[src/rtl/eef_defines.svh]
// Constants of the Ethernet event-flag block: offsets, fields, resets, timing.
// Assumes inclusion by bare name from every design file that needs them.
`ifndef EEF_DEFINES_SVH
`define EEF_DEFINES_SVH

// ********************************************************************
// Register offsets (byte addresses)
// ********************************************************************
`define EEF_OFF_FLAGS 16'h1004
`define EEF_OFF_MASK 16'h1008
`define EEF_OFF_ECTL 16'h1024
`define EEF_OFF_RCTL 16'h1084
`define EEF_OFF_TCTL 16'h10c4
`define EEF_OFF_CNT_SQE 16'h126c
`define EEF_OFF_CNT_RXOG 16'h1298
`define EEF_OFF_CNT_RXOB 16'h12a0
`define EEF_OFF_CNT_TXOG 16'h1218
`define EEF_OFF_CNT_TXOB 16'h1220
`define EEF_OFF_CNT_LCOL 16'h125c
`define EEF_OFF_CNT_EXCOL 16'h1260
`define EEF_OFF_CNT_UNDR 16'h1264

// ********************************************************************
// Counter indices
// ********************************************************************
`define EEF_CNT_NUM 8
`define EEF_CI_SQE 0
`define EEF_CI_RXOG 1
`define EEF_CI_RXOB 2
`define EEF_CI_TXOG 3
`define EEF_CI_TXOB 4
`define EEF_CI_LCOL 5
`define EEF_CI_EXCOL 6
`define EEF_CI_UNDR 7

// ********************************************************************
// Flag bit positions and reset values
// ********************************************************************
`define EEF_B_HB 31
`define EEF_B_BABBLING_RECEIVE_FLAG 30
`define EEF_B_BABBLING_TRANSMIT_FLAG 29
`define EEF_B_GRA 28
`define EEF_B_TXF 27
`define EEF_B_TXB 26
`define EEF_B_RXF 25
`define EEF_B_RXB 24
`define EEF_B_MII 23
`define EEF_B_SYSTEM_BUS_ERROR_FLAG 22
`define EEF_B_LC 21
`define EEF_B_RL 20
`define EEF_B_UN 19
`define EEF_FLAG_MASK 32'hfff80000
`define EEF_FLAGS_RST 32'h00000000
`define EEF_MASK_RST 32'h00000000
`define EEF_ECTL_EN_BIT 1
`define EEF_ECTL_RST 32'h00000000
`define EEF_TCTL_GTS_BIT 0
`define EEF_TCTL_HBC_BIT 1
`define EEF_TCTL_PAUSE_BIT 2
`define EEF_TCTL_RST 32'h00000000
`define EEF_RCTL_FL_LSB 16
`define EEF_RCTL_FL_MSB 26
`define EEF_RCTL_RST 32'h05ee0000
`define EEF_CNT_RST 32'h00000000
`define EEF_CNT_ONE 32'h00000001

// ********************************************************************
// Sizes, timing and bus answers
// ********************************************************************
`define EEF_LEN_W 11
`define EEF_RETRY_W 5
`define EEF_RETRY_LAST 5'h0f
`define EEF_CLK_NS 10
`define EEF_HB_WINDOW_NS 400
`define EEF_HB_CYCLES ((`EEF_HB_WINDOW_NS + `EEF_CLK_NS - 1) / `EEF_CLK_NS)
`define EEF_HB_CNT_W 6
`define EEF_RESP_OKAY 2'b00
`define EEF_RESP_SLVERR 2'b10

`endif

[src/rtl/eef_pkg.sv]
// Types shared by the event-flag block: bus carriers and event bundle.
// Assumes eef_defines.svh supplies the widths.
`include "eef_defines.svh"

package eef_pkg;

	typedef struct packed {
		logic awvalid;
		logic [15:0] awaddr;
		logic wvalid;
		logic [31:0] wdata;
		logic [3:0] wstrb;
		logic bready;
		logic arvalid;
		logic [15:0] araddr;
		logic rready;
	} eef_axi_req_t;

	typedef struct packed {
		logic awready;
		logic wready;
		logic bvalid;
		logic [1:0] bresp;
		logic arready;
		logic rvalid;
		logic [31:0] rdata;
		logic [1:0] rresp;
	} eef_axi_rsp_t;

	typedef struct packed {
		logic tx_frame_start;
		logic tx_frame_end;
		logic [`EEF_LEN_W-1:0] tx_len;
		logic tx_crc_ok;
		logic rx_frame_end;
		logic [`EEF_LEN_W-1:0] rx_len;
		logic rx_crc_ok;
		logic tx_frame_desc_done;
		logic tx_desc_update;
		logic rx_desc_update;
		logic rx_desc_last;
		logic mii_done;
		logic dma_bus_error;
		logic late_collision;
		logic tx_attempt_collision;
		logic fifo_underrun;
		logic pause_frame_rx;
		logic pause_frame_end;
	} eef_events_t;

endpackage : eef_pkg

[src/rtl/eef_heartbeat.sv]
// Heartbeat checker: watches for collision after each transmission.
// Assumes collision_sync is already synchronised to ref_clk.
`timescale 1ns/1ns
`include "eef_defines.svh"

module eef_heartbeat (
	input wire logic ref_clk,
	input wire logic sys_rst,
	input wire logic check_enable,
	input wire logic tx_done,
	input wire logic collision_sync,
	output logic error_pulse
);
	import eef_pkg::*;

	typedef enum logic {EEF_HB_IDLE, EEF_HB_WATCH} eef_hb_state_t;
	localparam logic [`EEF_HB_CNT_W-1:0] HB_LAST = `EEF_HB_CNT_W'(`EEF_HB_CYCLES - 1);

	eef_hb_state_t state_reg, state_next;
	logic [`EEF_HB_CNT_W-1:0] cnt_reg, cnt_next;
	logic err_next;

	always_comb begin
		state_next = state_reg;
		cnt_next = cnt_reg;
		err_next = 1'b0;
		unique case (state_reg)
			EEF_HB_IDLE: begin
				if (tx_done && check_enable) begin
					state_next = EEF_HB_WATCH;
					cnt_next = '0;
				end
			end
			EEF_HB_WATCH: begin
				if (collision_sync) begin
					state_next = EEF_HB_IDLE;
				end else if (cnt_reg == HB_LAST) begin
					state_next = EEF_HB_IDLE;
					err_next = 1'b1; // [RL6]
				end else begin
					cnt_next = cnt_reg + `EEF_HB_CNT_W'(1);
				end
			end
		endcase
	end

	always_ff @(posedge ref_clk or posedge sys_rst) begin
		if (sys_rst) begin
			state_reg <= EEF_HB_IDLE;
			cnt_reg <= '0;
			error_pulse <= 1'b0;
		end else begin
			state_reg <= state_next;
			cnt_reg <= cnt_next;
			error_pulse <= err_next;
		end
	end
endmodule : eef_heartbeat

[src/rtl/eef_graceful_stop.sv]
// Graceful stop sequencer: pauses the transmitter between frames.
// Assumes tx_busy is high for the whole of each frame being sent.
`timescale 1ns/1ns
`include "eef_defines.svh"

module eef_graceful_stop (
	input wire logic ref_clk,
	input wire logic sys_rst,
	input wire logic stop_req,
	input wire logic pause_req,
	input wire logic pause_frame_rx,
	input wire logic pause_frame_end,
	input wire logic tx_busy,
	output logic paused,
	output logic done_pulse
);
	import eef_pkg::*;

	typedef enum logic [1:0] {EEF_GS_RUN, EEF_GS_DRAIN, EEF_GS_PAUSED} eef_gs_state_t;

	eef_gs_state_t state_reg, state_next;
	logic pf_hold_reg, pf_hold_next;
	logic any_req;
	logic done_next;

	always_comb begin
		pf_hold_next = pf_hold_reg;
		if (pause_frame_rx) begin
			pf_hold_next = 1'b1;
		end else if (pause_frame_end) begin
			pf_hold_next = 1'b0;
		end
		any_req = stop_req || pause_req || pf_hold_reg;
		state_next = state_reg;
		done_next = 1'b0;
		unique case (state_reg)
			EEF_GS_RUN: begin
				if (any_req) begin
					state_next = EEF_GS_DRAIN;
				end
			end
			EEF_GS_DRAIN: begin
				if (!any_req) begin
					state_next = EEF_GS_RUN;
				end else if (!tx_busy) begin
					// Current frame finished; never cut a frame short
					state_next = EEF_GS_PAUSED; // [RL9]
					done_next = 1'b1; // [RL10]
				end
			end
			EEF_GS_PAUSED: begin
				if (!any_req) begin
					state_next = EEF_GS_RUN;
				end
			end
			default: begin
				state_next = EEF_GS_RUN;
			end
		endcase
	end

	always_ff @(posedge ref_clk or posedge sys_rst) begin
		if (sys_rst) begin
			state_reg <= EEF_GS_RUN;
			pf_hold_reg <= 1'b0;
			paused <= 1'b0;
			done_pulse <= 1'b0;
		end else begin
			state_reg <= state_next;
			pf_hold_reg <= pf_hold_next;
			paused <= (state_next == EEF_GS_PAUSED);
			done_pulse <= done_next;
		end
	end
endmodule : eef_graceful_stop

[src/rtl/eef_top.sv]
// Ethernet event-flag register with mask, control bits and error counters.
// Assumes event inputs are one-cycle pulses on ref_clk; col_pin is async.
//
// Overview of operation
// RL1: Interrupt only when flag and mask set
// RL2: Writing one clears flag; zero keeps it
// RL3: Reset clears every event flag
// RL4: Error events also bump their statistics counter
// RL5: Software may mask counted errors
// RL6: Heartbeat error when no collision after transmit
// RL7: Receive oversize frame sets babbling receive
// RL8: Transmit oversize sets babbling transmit, no truncation
// RL9: Graceful stop pauses after current frame
// RL10: Graceful stop completion sets its flag
// RL11: Transmit frame done after last descriptor
// RL12: Any transmit descriptor update sets flag
// RL13: Receive frame done after last descriptor
// RL14: Non-last receive descriptor update sets flag
// RL15: Management transfer done sets flag
// RL16: Bus error sets flag, clears global enable
// RL17: Late collision sets flag, bad CRC, discard
// RL18: Sixteen collided attempts set flag, discard frame
// RL19: Underrun sets flag, bad CRC, discard
// RL20: Low nineteen bits read zero
// RL21: Interrupt holds while any unmasked flag remains
//
// The placing of the registers and the AXI4-Lite register port were decided locally.
`timescale 1ns/1ns
`include "eef_defines.svh"

module eef_top (
	input wire logic ref_clk,
	input wire logic sys_rst,
	input eef_pkg::eef_axi_req_t axi_req,
	output eef_pkg::eef_axi_rsp_t axi_rsp,
	input eef_pkg::eef_events_t ev,
	input wire logic col_pin,
	input wire logic tx_busy,
	output logic irq,
	output logic ethernet_global_enable,
	output logic tx_paused,
	output logic tx_force_bad_crc,
	output logic tx_discard_frame
);
	import eef_pkg::*;

	// ********************************************************************
	// Helpers
	// ********************************************************************
	function automatic logic [31:0] strb_bits(input logic [3:0] strb);
		strb_bits = {{8{strb[3]}}, {8{strb[2]}}, {8{strb[1]}}, {8{strb[0]}}};
	endfunction : strb_bits

	function automatic logic [31:0] merge(input logic [31:0] old, input logic [31:0] nw,
		input logic [3:0] strb);
		merge = (old & ~strb_bits(strb)) | (nw & strb_bits(strb));
	endfunction : merge

	function automatic logic oversize(input logic [`EEF_LEN_W-1:0] len,
		input logic [`EEF_LEN_W-1:0] max_len);
		oversize = len > max_len;
	endfunction : oversize

	// ********************************************************************
	// Collision pin synchroniser
	// ********************************************************************
	logic col_meta_reg, col_sync_reg;

	always_ff @(posedge ref_clk or posedge sys_rst) begin
		if (sys_rst) begin
			col_meta_reg <= 1'b0;
			col_sync_reg <= 1'b0;
		end else begin
			col_meta_reg <= col_pin;
			col_sync_reg <= col_meta_reg;
		end
	end

	// ********************************************************************
	// State declarations
	// ********************************************************************
	eef_axi_rsp_t rsp_reg, rsp_next;
	logic aw_held_reg, aw_held_next;
	logic w_held_reg, w_held_next;
	logic [15:0] aw_addr_reg, aw_addr_next;
	logic [31:0] wdata_reg, wdata_next;
	logic [3:0] wstrb_reg, wstrb_next;
	logic [31:0] flags_reg, flags_next;
	logic [31:0] mask_reg, mask_next;
	logic [31:0] ectl_reg, ectl_next;
	logic [31:0] tctl_reg, tctl_next;
	logic [31:0] rctl_reg, rctl_next;
	logic [31:0] cnt_reg [`EEF_CNT_NUM];
	logic [31:0] cnt_next [`EEF_CNT_NUM];
	logic [`EEF_RETRY_W-1:0] retry_reg, retry_next;
	logic irq_next, bad_crc_next, discard_next;
	logic wr_go, rd_go, wr_err;
	logic [31:0] set_vec, clr_vec, rd_data;
	logic rd_ok;
	logic [`EEF_CNT_NUM-1:0] inc;
	logic [`EEF_LEN_W-1:0] max_len;
	logic rx_big, tx_big, retry_hit, hb_err, gs_done, gs_paused;

	// ********************************************************************
	// Sub-blocks
	// ********************************************************************
	eef_heartbeat u_hb (
		.ref_clk(ref_clk),
		.sys_rst(sys_rst),
		.check_enable(tctl_reg[`EEF_TCTL_HBC_BIT]),
		.tx_done(ev.tx_frame_end),
		.collision_sync(col_sync_reg),
		.error_pulse(hb_err)
	);

	eef_graceful_stop u_gs (
		.ref_clk(ref_clk),
		.sys_rst(sys_rst),
		.stop_req(tctl_reg[`EEF_TCTL_GTS_BIT]),
		.pause_req(tctl_reg[`EEF_TCTL_PAUSE_BIT]),
		.pause_frame_rx(ev.pause_frame_rx),
		.pause_frame_end(ev.pause_frame_end),
		.tx_busy(tx_busy),
		.paused(gs_paused),
		.done_pulse(gs_done)
	);

	// ********************************************************************
	// AXI4-Lite slave
	// ********************************************************************
	always_comb begin
		aw_held_next = aw_held_reg;
		w_held_next = w_held_reg;
		aw_addr_next = aw_addr_reg;
		wdata_next = wdata_reg;
		wstrb_next = wstrb_reg;
		rsp_next = rsp_reg;
		// Address and data are latched independently, in either order
		if (axi_req.awvalid && rsp_reg.awready) begin
			aw_held_next = 1'b1;
			aw_addr_next = axi_req.awaddr;
		end
		if (axi_req.wvalid && rsp_reg.wready) begin
			w_held_next = 1'b1;
			wdata_next = axi_req.wdata;
			wstrb_next = axi_req.wstrb;
		end
		wr_go = aw_held_reg && w_held_reg && !rsp_reg.bvalid;
		if (rsp_reg.bvalid && axi_req.bready) begin
			rsp_next.bvalid = 1'b0;
		end
		if (wr_go) begin
			aw_held_next = 1'b0;
			w_held_next = 1'b0;
			rsp_next.bvalid = 1'b1;
			rsp_next.bresp = wr_err ? `EEF_RESP_SLVERR : `EEF_RESP_OKAY;
		end
		rsp_next.awready = !aw_held_next;
		rsp_next.wready = !w_held_next;
		rd_go = axi_req.arvalid && rsp_reg.arready;
		if (rsp_reg.rvalid && axi_req.rready) begin
			rsp_next.rvalid = 1'b0;
		end
		if (rd_go) begin
			rsp_next.rvalid = 1'b1;
			rsp_next.rdata = rd_ok ? rd_data : 32'h00000000;
			rsp_next.rresp = rd_ok ? `EEF_RESP_OKAY : `EEF_RESP_SLVERR;
		end
		// One read outstanding at a time keeps rdata stable
		rsp_next.arready = !rsp_next.rvalid;
	end

	// Read decode
	always_comb begin
		rd_ok = 1'b1;
		rd_data = 32'h00000000;
		case (axi_req.araddr)
			`EEF_OFF_FLAGS: rd_data = flags_reg & `EEF_FLAG_MASK; // [RL20]
			`EEF_OFF_MASK: rd_data = mask_reg;
			`EEF_OFF_ECTL: rd_data = ectl_reg;
			`EEF_OFF_RCTL: rd_data = rctl_reg;
			`EEF_OFF_TCTL: rd_data = tctl_reg;
			`EEF_OFF_CNT_SQE: rd_data = cnt_reg[`EEF_CI_SQE];
			`EEF_OFF_CNT_RXOG: rd_data = cnt_reg[`EEF_CI_RXOG];
			`EEF_OFF_CNT_RXOB: rd_data = cnt_reg[`EEF_CI_RXOB];
			`EEF_OFF_CNT_TXOG: rd_data = cnt_reg[`EEF_CI_TXOG];
			`EEF_OFF_CNT_TXOB: rd_data = cnt_reg[`EEF_CI_TXOB];
			`EEF_OFF_CNT_LCOL: rd_data = cnt_reg[`EEF_CI_LCOL];
			`EEF_OFF_CNT_EXCOL: rd_data = cnt_reg[`EEF_CI_EXCOL];
			`EEF_OFF_CNT_UNDR: rd_data = cnt_reg[`EEF_CI_UNDR];
			default: rd_ok = 1'b0;
		endcase
	end

	// ********************************************************************
	// Event detection
	// ********************************************************************
	always_comb begin
		max_len = rctl_reg[`EEF_RCTL_FL_MSB:`EEF_RCTL_FL_LSB];
		rx_big = ev.rx_frame_end && oversize(ev.rx_len, max_len); // [RL7]
		// Oversize transmit is only reported; the frame is sent whole
		tx_big = ev.tx_frame_end && oversize(ev.tx_len, max_len); // [RL8]
		retry_next = retry_reg;
		retry_hit = 1'b0;
		if (ev.tx_frame_start) begin
			retry_next = '0;
		end else if (ev.tx_attempt_collision) begin
			if (retry_reg == `EEF_RETRY_LAST) begin
				retry_hit = 1'b1; // [RL18]
				retry_next = '0;
			end else begin
				retry_next = retry_reg + `EEF_RETRY_W'(1);
			end
		end
		set_vec = 32'h00000000;
		set_vec[`EEF_B_HB] = hb_err; // [RL6]
		set_vec[`EEF_B_BABBLING_RECEIVE_FLAG] = rx_big; // [RL7]
		set_vec[`EEF_B_BABBLING_TRANSMIT_FLAG] = tx_big; // [RL8]
		set_vec[`EEF_B_GRA] = gs_done; // [RL10]
		set_vec[`EEF_B_TXF] = ev.tx_frame_desc_done; // [RL11]
		set_vec[`EEF_B_TXB] = ev.tx_desc_update; // [RL12]
		set_vec[`EEF_B_RXF] = ev.rx_desc_update && ev.rx_desc_last; // [RL13]
		set_vec[`EEF_B_RXB] = ev.rx_desc_update && !ev.rx_desc_last; // [RL14]
		set_vec[`EEF_B_MII] = ev.mii_done; // [RL15]
		set_vec[`EEF_B_SYSTEM_BUS_ERROR_FLAG] = ev.dma_bus_error; // [RL16]
		set_vec[`EEF_B_LC] = ev.late_collision; // [RL17]
		set_vec[`EEF_B_RL] = retry_hit; // [RL18]
		set_vec[`EEF_B_UN] = ev.fifo_underrun; // [RL19]
		// Counters run whatever the mask holds
		inc[`EEF_CI_SQE] = hb_err; // [RL4]
		inc[`EEF_CI_RXOG] = rx_big && ev.rx_crc_ok; // [RL4]
		inc[`EEF_CI_RXOB] = rx_big && !ev.rx_crc_ok; // [RL4]
		inc[`EEF_CI_TXOG] = tx_big && ev.tx_crc_ok; // [RL4]
		inc[`EEF_CI_TXOB] = tx_big && !ev.tx_crc_ok; // [RL4]
		inc[`EEF_CI_LCOL] = ev.late_collision; // [RL4]
		inc[`EEF_CI_EXCOL] = retry_hit; // [RL4]
		inc[`EEF_CI_UNDR] = ev.fifo_underrun; // [RL4]
		bad_crc_next = ev.late_collision || ev.fifo_underrun; // [RL17] [RL19]
		discard_next = ev.late_collision || ev.fifo_underrun || retry_hit; // [RL17] [RL18] [RL19]
	end

	// ********************************************************************
	// Register file next state
	// ********************************************************************
	always_comb begin
		flags_next = flags_reg;
		mask_next = mask_reg;
		ectl_next = ectl_reg;
		tctl_next = tctl_reg;
		rctl_next = rctl_reg;
		wr_err = 1'b0;
		clr_vec = 32'h00000000;
		if (wr_go) begin
			case (aw_addr_reg)
				`EEF_OFF_FLAGS: clr_vec = wdata_reg & strb_bits(wstrb_reg); // [RL2]
				`EEF_OFF_MASK: mask_next = merge(mask_reg, wdata_reg, wstrb_reg);
				`EEF_OFF_ECTL: ectl_next = merge(ectl_reg, wdata_reg, wstrb_reg);
				`EEF_OFF_RCTL: rctl_next = merge(rctl_reg, wdata_reg, wstrb_reg);
				`EEF_OFF_TCTL: tctl_next = merge(tctl_reg, wdata_reg, wstrb_reg);
				`EEF_OFF_CNT_SQE, `EEF_OFF_CNT_RXOG, `EEF_OFF_CNT_RXOB,
				`EEF_OFF_CNT_TXOG, `EEF_OFF_CNT_TXOB, `EEF_OFF_CNT_LCOL,
				`EEF_OFF_CNT_EXCOL, `EEF_OFF_CNT_UNDR: wr_err = 1'b0;
				default: wr_err = 1'b1;
			endcase
		end
		mask_next = mask_next & `EEF_FLAG_MASK;
		// A new event beats a same-cycle clear
		flags_next = ((flags_reg & ~clr_vec) | set_vec) & `EEF_FLAG_MASK; // [RL2] [RL20]
		if (ev.dma_bus_error) begin
			ectl_next[`EEF_ECTL_EN_BIT] = 1'b0; // [RL16]
		end
		irq_next = |(flags_reg & mask_reg); // [RL1] [RL21]
		for (int i = 0; i < `EEF_CNT_NUM; i++) begin
			cnt_next[i] = inc[i] ? cnt_reg[i] + `EEF_CNT_ONE : cnt_reg[i];
		end
	end

	// ********************************************************************
	// Registers
	// ********************************************************************
	always_ff @(posedge ref_clk or posedge sys_rst) begin
		if (sys_rst) begin
			rsp_reg <= '0;
			aw_held_reg <= 1'b0;
			w_held_reg <= 1'b0;
			aw_addr_reg <= '0;
			wdata_reg <= '0;
			wstrb_reg <= '0;
			flags_reg <= `EEF_FLAGS_RST; // [RL3]
			mask_reg <= `EEF_MASK_RST;
			ectl_reg <= `EEF_ECTL_RST;
			tctl_reg <= `EEF_TCTL_RST;
			rctl_reg <= `EEF_RCTL_RST;
			for (int i = 0; i < `EEF_CNT_NUM; i++) begin
				cnt_reg[i] <= `EEF_CNT_RST;
			end
			retry_reg <= '0;
			irq <= 1'b0;
			ethernet_global_enable <= 1'b0;
			tx_paused <= 1'b0;
			tx_force_bad_crc <= 1'b0;
			tx_discard_frame <= 1'b0;
		end else begin
			rsp_reg <= rsp_next;
			aw_held_reg <= aw_held_next;
			w_held_reg <= w_held_next;
			aw_addr_reg <= aw_addr_next;
			wdata_reg <= wdata_next;
			wstrb_reg <= wstrb_next;
			flags_reg <= flags_next;
			mask_reg <= mask_next;
			ectl_reg <= ectl_next;
			tctl_reg <= tctl_next;
			rctl_reg <= rctl_next;
			for (int i = 0; i < `EEF_CNT_NUM; i++) begin
				cnt_reg[i] <= cnt_next[i];
			end
			retry_reg <= retry_next;
			irq <= irq_next;
			ethernet_global_enable <= ectl_next[`EEF_ECTL_EN_BIT];
			tx_paused <= gs_paused;
			tx_force_bad_crc <= bad_crc_next;
			tx_discard_frame <= discard_next;
		end
	end

	assign axi_rsp = rsp_reg;
endmodule : eef_top

[config.mk]
export PLATFORM = sky130hd
export DESIGN_NAME = eef_top
export DESIGN_NICKNAME = d
export VERILOG_FILES = /design/src/rtl/eef_pkg.sv /design/src/rtl/eef_heartbeat.sv /design/src/rtl/eef_graceful_stop.sv /design/src/rtl/eef_top.sv
export VERILOG_INCLUDE_DIRS = /design/src /design/src/rtl
export SDC_FILE = /design/constraint.sdc
export NUM_CORES = 1
export LEC_CHECK = 0
export ABC_AREA = 1
export BUFFER_PORTS_ARGS = -buffer_cell sky130_fd_sc_hd__clkbuf_2
export CAP_MARGIN = 20
export CORE_MARGIN = 1
export CORE_UTILIZATION = 34
export CTS_CLUSTER_SIZE = 10
export DETAILED_ROUTE_END_ITERATION = 8
export SLEW_MARGIN = 20
export SYNTH_ARGS = -nofsm -noshare
export SYNTH_HDL_FRONTEND = slang
export SYNTH_SLANG_ARGS = --single-unit
[constraint.sdc]
create_clock -name ref_clk -period 18.9 [get_ports ref_clk]
set_input_delay 0.945 -clock ref_clk [delete_from_list [all_inputs] [get_ports ref_clk]]
set_output_delay 0.945 -clock ref_clk [all_outputs]
set_load 0.02 [all_outputs]
# [Yosys cells after proc, flatten, opt, wreduce, memory -nomap -nowiden]
# Index checks and enable logic that the tools add are counted.
[totals] output_inout_bits=46 wordCells=191 reg_bits=497 inputBits=115
[classes] n_lt_le_gt_ge=2 n_bitwise=15 n_mux=47 add_sub_neg=10 n_reduce_logical=42 eq_ne=34
[ops] cell="equality test 16 x 13 -> 1 bit (second input constant)" count=26
[ops] cell="one-hot mux 32 bit (13 select lines)" count=1
[ops] cell="adder 32 x 1 -> 32 bit (second input constant)" count=8
[ops] cell="bitwise AND 32 bit" count=7
[ops] cell="bitwise OR 32 bit" count=5
[ops] cell="two-way mux 32 bit" count=3
[ops] cell="inverter 32 bit" count=2
[ops] cell="two-way mux 35 bit" count=1
[ops] cell="OR reduction 32 bit" count=1
[ops] cell="OR reduction 13 bit" count=2
[ops] cell="two-way mux 1 bit" count=24
[ops] cell="> comparator 11 bit" count=2
[ops] cell="two-way mux 6 bit" count=3
[ops] cell="logical AND 1 bit" count=16
[ops] cell="two-way mux 2 bit" count=8
[ops] cell="two-way mux 5 bit" count=3
[ops] cell="one-hot mux 6 bit (2 select lines)" count=1
[ops] cell="AND reduction 2 bit" count=5
[ops] cell="nonzero test 2 bit" count=5
[ops] cell="logical NOT 1 bit" count=7
[ops] cell="adder 6 x 1 -> 6 bit (second input constant)" count=1
[ops] cell="equality test 6 bit (second input constant)" count=1
[ops] cell="one-hot mux 2 bit (3 select lines)" count=1
[ops] cell="adder 5 x 1 -> 5 bit (second input constant)" count=1
[ops] cell="11 further kinds" count=16

# [Depth between registers and ports, before layout]
# Gate-level depths: netlist of run 1.
[logic_depth] depth_word=6 ltp_mapped=15 ltp_nobuf=14

# [Hierarchy]
# From an unflattened synthesis of run 1, not the netlist that was laid out.
[hier_totals] cells_unflattened=3733 area_unflattened_um2=27814.2
[by_module_without_submodules] module="eef_top" n_inst=1 cells_per_inst=3656 area_per_inst_um2=27183.6 seq_area_each_um2=12071.6
[by_module_without_submodules] module="eef_heartbeat" n_inst=1 cells_per_inst=55 area_per_inst_um2=435.4 seq_area_each_um2=200.2
[by_module_without_submodules] module="eef_graceful_stop" n_inst=1 cells_per_inst=22 area_per_inst_um2=195.2 seq_area_each_um2=125.1

# [Worst setup path after synthesis of run 1]
# Ideal clock, no wire load.
[synth_path] path_kind="input to register" start="in ev[35] in the netlist's numbering" end="reg cnt_reg[110] in the netlist's numbering" t_arrival_ns=2.252 stages=11 setup_ns=0.117 setup_slack_ns=16.531 n_path_buf=1 required_ns=18.783 path_cell_list="ha_1 > nand4_1 > nor3_1 > nand3_1 > nand2_1 > inv_1 > nand3_1 > clkinv_1 > buf_2 > nand2_1 > nand2_1"
[synth_via] elab_chain_len=3
[synth_lines] element="start: declaration" line_no="eef_top.sv:36" source="input eef_pkg::eef_events_t ev,"
[synth_lines] element="> comparator 11 bit" line_no="eef_top.sv:61" source="oversize = len > max_len;"
[synth_lines] element="logical AND 1 bit" line_no="eef_top.sv:202" source="tx_big = ev.tx_frame_end && oversize(ev.tx_len, max_len);"
[synth_lines] element="logical AND 1 bit" line_no="eef_top.sv:234" source="inc[`EEF_CI_TXOB] = tx_big && !ev.tx_crc_ok;"
[synth_lines] element="end signal: indexed assignment" line_no="eef_top.sv:295" source="cnt_reg[i] <= `EEF_CNT_RST;"
[synth_lines] element="end signal: indexed assignment" line_no="eef_top.sv:316" source="cnt_reg[i] <= cnt_next[i];"
[synth_lines] element="end: declaration" line_no="eef_top.sv:93" source="logic [31:0] cnt_reg [`EEF_CNT_NUM];"
# Every way passes these cells.
# A chain may end at the register's enable or synchronous reset.

==> results.cfg, run 1 <==
[place]
port_buffers = 158
place.gp.congestion = 1.001
dp_slack_ps = 14940
dpl.hpwl_microns = 65540

[global_route]
grt_pass1_wl_microns = 138400
antenna_found_initial = 2
grt_usage = 0.2148
grt_pass1_vias = 23180
grt_max_degree = 117
gr-total-overflow = 0

[cts]
hold_buffers = 0
numCtsBuffers = 58
post_cts_resized = 0
cts_tree = done
clock_sinks = 495
clock_tree.root_cell = clkbuf_16
clk_pin_slew_ps = 60
htreeDepth = 2
cts_max_path_buffers = 3
cts_setup_buffers = 0
clk_latency_ps = 660

[hold_path]
worstHoldPathCells = 0
hold_path_class = reg2reg
worstHoldStart = u_gs.paused
hold_end = tx_paused

[yosys]
synth_area_sq_um = 27760
avgSynthCellArea_sq_um = 7.427
ys.flop_type = dfrtp_1
synth_seq_cells = 495
synth_area_leaders = dfrtp_1 (44%), nand2_1 (17%), nand3_1 (6.7%)
yosys_warnings = 0
async_flop_share = 1.000
synth_cells = 3738
synth_top_area_cell = dfrtp_1
synth_edf_count = 0
ys_types = 50
synth_seq_area_share = 0.4465
synth_top_area_frac = 0.4390

[critical_path]
worst-endpoint-arrival_ps = 3970
startpoint_type = flop
cp.required_ps = 19390
endpoint_kind = flop
crit_type = reg2reg
crit_family = buffers and inverters
path_buf_inv = 4
reg2reg_slack_ps = 15420
worstPathCellList = inv_1 -> ha_1 -> nand2_1 -> nor3_1 -> nand3_1 -> nand2_1 -> inv_1 -> nand3_1 -> buf_4 -> clkinv_1 -> nand2_1 -> nand2_1
slowest_stage = clkinv_1
slowest_delay_ps = 800
cp_max_fo = 38
r2r_end = cnt_reg[122]
reg2regPathDepth = 12
cpMostUsedCell = nand2_1

[layout]
syn2layout_area_growth_pct = 12.30
nets = 3998
final_common_cell = nand2_1
fin_util = 0.3865
final_cell_mix = nand2_1 (1286), dfrtp_1 (487), nand3_1 (370)
antenna_cells = 0
drive_gt1_frac = 0.08657
fillers = 8481

[detailed_routing]
drt_iter0_drc = 2318
ant_nets = 0
wl_met3_microns = 6912
routed-via-count = 24920
m1WireLength_microns = 41610
routed_wirelength_microns = 88410
drc = 16
top_layer_used = met4
wire_per_inst_microns = 17.85
dr_wl_met2_microns = 37740
drt_first_pass_iters = 8
viasPerCell = 5.030

[floorplan]
initial_core_util = 0.3441
die_y_microns = 287.8
die_area_sq_um = 82800
io-pin-count = 161
core_area_sq_um = 80680
die_x_microns = 287.8
num_rows = 104

[sta]
setup_viol_count_final = 0
finalCritPeriodShare = 0.1841
slew_headroom = 0.3081
whs_ps = 348.5
finClkSkew_ps = 56.24
hold_viol_final = 0
period_minus_slack_ps = 3479
setup_slack_ps = 15420
max_freq_ghz = 0.2875
rsz0062_at_grt = no
worst_pin_slew_ps = 1027
setup_tns_ps = 0
slew_viol_final = 0

[power_and_ir_drop]
power_mw = 2.645
ir_drop_uv = 67.18
p_leak_nw = 15.25
power_density_nw_per_um2 = 84.83

[status]
violations = DRC
outcome = finished, violations left

[flow_run]
timing.max_cap.violations = 0
[metal layers]
metal  vias up  global-route usage
met2       824              0.3177
li1      12160                   -
met1     11840              0.3183
met5         -                   0
met3        96             0.03914
met4         0             0.05886
[report_power, final]
group	internal, mW	switching (mW)
Clock	0.603	0.463
Combinational	0.0924	0.246
Sequential	1.16	0.0811
[layout make-up]
| class | instances | area (sq um) | share of cell area |
|---|---|---|---|
| clock buffer | 98 | 1682 | 0.05393 |
| clock inverter | 4 | 95.09 | 0.003050 |
| inverter | 336 | 1269 | 0.04069 |
| multi-input combinational | 2779 | 13440 | 0.4312 |
| sequential | 495 | 12400 | 0.3976 |
| tap | 1060 | 1326 | 0.04254 |
| timing repair buffer | 181 | 967.2 | 0.03102 |
[synthesized netlist by cell type (2+ instances only)]
cell type / number
nor3_4: 2
dfrtp_1: 487
nor3_2: 7
and2_1: 2
nor3_1: 126
nand3_2: 8
nand3b_1: 25
nor2_4: 13
ha_1: 32
a221oi_1: 2
xnor2_1: 51
or2_2: 2
nor2_1: 288
o21ai_1: 79
nor4_1: 7
a22o_1: 2
inv_2: 8
o21a_1: 2
nand3_1: 370
nand2_1: 1287
a21oi_1: 25
nand4_1: 55
nand2_2: 7
xor2_1: 159
nor3b_1: 7
buf_6: 5
nand2_4: 2
a31oi_1: 3
clkinv_1: 5
o211ai_1: 2
buf_2: 87
o22ai_1: 2
o21ai_0: 181
buf_4: 13
clkbuf_1: 22
dfstp_2: 8
inv_1: 323
nor2_2: 20
[worst max path at each step]
stage / startpoint / endpoint / slack (ps) / depth (start not counted)
floorplan: sys_rst / async pin / 4150 / 1
global placement: axi_req[13] / axi_rsp[10] / 14970 / 15
detailed placement: axi_req[13] / axi_rsp[11] / 14940 / 15
CTS: flop / cnt_reg[122] / 15360 / 12
global route: flop / cnt_reg[99] / 15060 / 12
finish: flop / cnt_reg[122] / 15420 / 12
[metrics by stage]
| step | instance area (sq um) | instances |
|---|---|---|
| CTS | 31170 | 4953 |
| finish | 31180 | 4953 |
| detailed placement | 29400 | 4851 |
| floorplan | 27770 | 3739 |
| global placement | 29400 | 4851 |
| global route | 31180 | 4953 |
[kinds of logic after synthesis]
logic type	after synthesis	synth area share
simple gates	2233	0.3467
compound gates	302	0.05602
other cells	1	0.0001351
xor+xnor	210	0.06625
flops	495	0.4465
fa+ha+maj	32	0.01442
buf+inv	465	0.06994
No activity file was read; power rests on OpenSTA's default activity.
==> inputs of run 2 (changes only) <==
--- a/config.mk
+++ b/config.mk
@@ -6,7 +6,7 @@
 export SDC_FILE = /design/constraint.sdc
 export NUM_CORES = 1
 export LEC_CHECK = 0
-export ABC_AREA = 1
+export ABC_AREA = 0
 export BUFFER_PORTS_ARGS = -buffer_cell sky130_fd_sc_hd__clkbuf_2
 export CAP_MARGIN = 20
 export CORE_MARGIN = 1
==> constraint.sdc (replaced) <==
create_clock -name ref_clk -period 3.03 [get_ports ref_clk]
set_input_delay 0.1515 -clock ref_clk [delete_from_list [all_inputs] [get_ports ref_clk]]
set_output_delay 0.1515 -clock ref_clk [all_outputs]
set_load 0.02 [all_outputs]
==> results.cfg, run 2 <==
[cts]
clk_latency_ps = 650
clock_tree.root_cell = clkbuf_16
cts_tree = done
clk_pin_slew_ps = 60
cts_max_path_buffers = 3
htreeDepth = 2
clock_sinks = 495
numCtsBuffers = 57

[global_route]
grt_usage = 0.2291
grt_pass1_vias = 18700
grt_pass1_wl_microns = 121800
grt_max_degree = 129
antenna_found_initial = 4
gr-total-overflow = 0

[layout]
drive_gt1_frac = 0.2185
final_cell_mix = dfrtp_1 (487), nand2_1 (177), mux2_2 (170)
fin_area_sq_um = 28550
final_common_cell = dfrtp_1
instances_no_fill = 3385
fillers = 6580
syn2layout_area_growth_pct = 19.87
nets = 2564
fin_util = 0.4141

[critical_path]
crit_type = reg2reg
worst-endpoint-arrival_ps = 3370
cp.required_ps = 3550
startpoint_type = flop
endpoint_kind = flop
cp_max_fo = 10

[yosys]
synth_edf_count = 0
synth_area_sq_um = 23820
synth_top_area_frac = 0.5117
synth_seq_area_share = 0.5205
yosysMostFrequentCell = dfrtp_1
synth_area_leaders = dfrtp_1 (51%), mux2_2 (8.0%), xnor2_1 (6.2%)
yosys_warnings = 0
synth_common_cells = dfrtp_1 (487), nand2_1 (177), mux2_2 (170)
synth_top_area_cell = dfrtp_1
async_flop_share = 1.000
avgSynthCellArea_sq_um = 11.22
synth_cells = 2122
ys_types = 79
synth_seq_cells = 495
ys.flop_type = dfrtp_1

[place]
port_buffers = 158
placed_cell_area_sq_um = 26160
place.gp.congestion = 0.9404
dpl.hpwl_microns = 61370
placed_cells = 3218

[hold_path]
hold_path_class = in2reg

[floorplan]
initial_core_util = 0.3454
die_x_microns = 266.7
die_y_microns = 266.7
die_area_sq_um = 71110
io-pin-count = 161
core_area_sq_um = 68950
num_rows = 96

[power_and_ir_drop]
p_leak_nw = 12.63
power_density_nw_per_um2 = 588.7
power_mw = 16.81
ir_drop_uv = 561.6

[detailed_routing]
drc = 0
ant_nets = 0
drt_iter0_drc = 2120
routed-via-count = 18810
viasPerCell = 5.558
routed_wirelength_microns = 80840
drt_first_pass_iters = 7
wire_per_inst_microns = 23.88

[sta]
finClkSkew_ps = 25.09
slew_viol_final = 0
finalCritPeriodShare = 0.9380
setup_viol_count_final = 0
whs_ps = 7.517
slew_headroom = 0.1955
period_minus_slack_ps = 2842
hold_viol_final = 0
worst_pin_slew_ps = 1176
max_freq_ghz = 0.3519

[flow_run]
timing.max_cap.violations = 0

[status]
outcome = finished, final reports clean
run 2: power by group:
| group | leakage, nW | switching, mW | internal, mW |
|---|---|---|---|
| logic | 5.34 | 1.15 | 0.997 |
| registers | 6.49 | 0.962 | 7.34 |
| clock network | 0.804 | 2.79 | 3.57 |
run 2: final timing paths:
check / end / cells past startpoint / from / slack (ps)
worst max-delay path: cnt_reg[179] / 9 / flop / 190
worst min-delay path: u_hb.cnt_reg[4] / 4 / ev[36] / 8
worst max register to register: cnt_reg[179] / 9 / flop / 190
worst min register to register: col_sync_reg / 0 / col_meta_reg / 360
max in group asynchronous: cnt_reg[37] / 4 / sys_rst / 1710
min in group asynchronous: cnt_reg[186] / 3 / sys_rst / 190
run 2: per-layer routing:
layer / vias to the layer above / share of wire / track usage
li1: 8354 / - / -
met1: 9558 / 0.44 / 0.3211
met2: 745 / 0.45 / 0.3556
met3: 152 / 0.079 / 0.04567
met4: 4 / 0.030 / 0.06990
met5: - / 0.00031 / 0
run 2: cell families (layout without fill, tap and decap cells):
kind of cell,count (synthesis),in the layout,synth area share
compound gates,316,316,0.09814
xor+xnor,252,252,0.09267
fa+ha+maj,32,32,0.01681
buf+inv,119,449,0.02164
flops,495,495,0.5205
mux,189,189,0.08836
other cells,1,3,0.0001575
simple gates,718,718,0.1617
run 2: area by class of cell:
cell class,count,area (sq um),share of cell area
flip-flops and latches,495,12400,0.4342
clock buffers,89,1587,0.05557
repair buffers,316,2230,0.07810
clock inverters,6,81.33,0.002849
multi-input cells,1509,10940,0.3832
well taps,931,1165,0.04080
inverters,38,146.4,0.005128
diodes,1,2.502,0.00008765
run 2: what timing repair did:
action / in CTS / in global routing
endpoints found under the hold margin: 87 / 0
setup endpoints to repair: 0 / 17
buffers inserted: 0 / 0
resized for setup: 0 / 3
hold buffers: 71 / 0
run 2: stage by stage:
| step | setup WS [ps] | TNS [ps] |
|---|---|---|
| 3_3_place_gp | 155.2 | 0 |
| 3_5_place_dp | 96.75 | 0 |
| 2_1_floorplan | -3830 | -1880640 |
| 4_1_cts | 34.20 | 0 |
| 6_report | 188.0 | 0 |
| 5_1_grt | -3.024 | -4.217 |
run 2: worst max-delay path, stage by stage (launching register included):
cell and delay (ps):
dfstp_2 540, inv_1 70, ha_1 300, nand4_1 160
a211oi_1 380, a2111oi_2 140, nor2_1 640, buf_4 250
nand3_1 110, xnor2_1 140
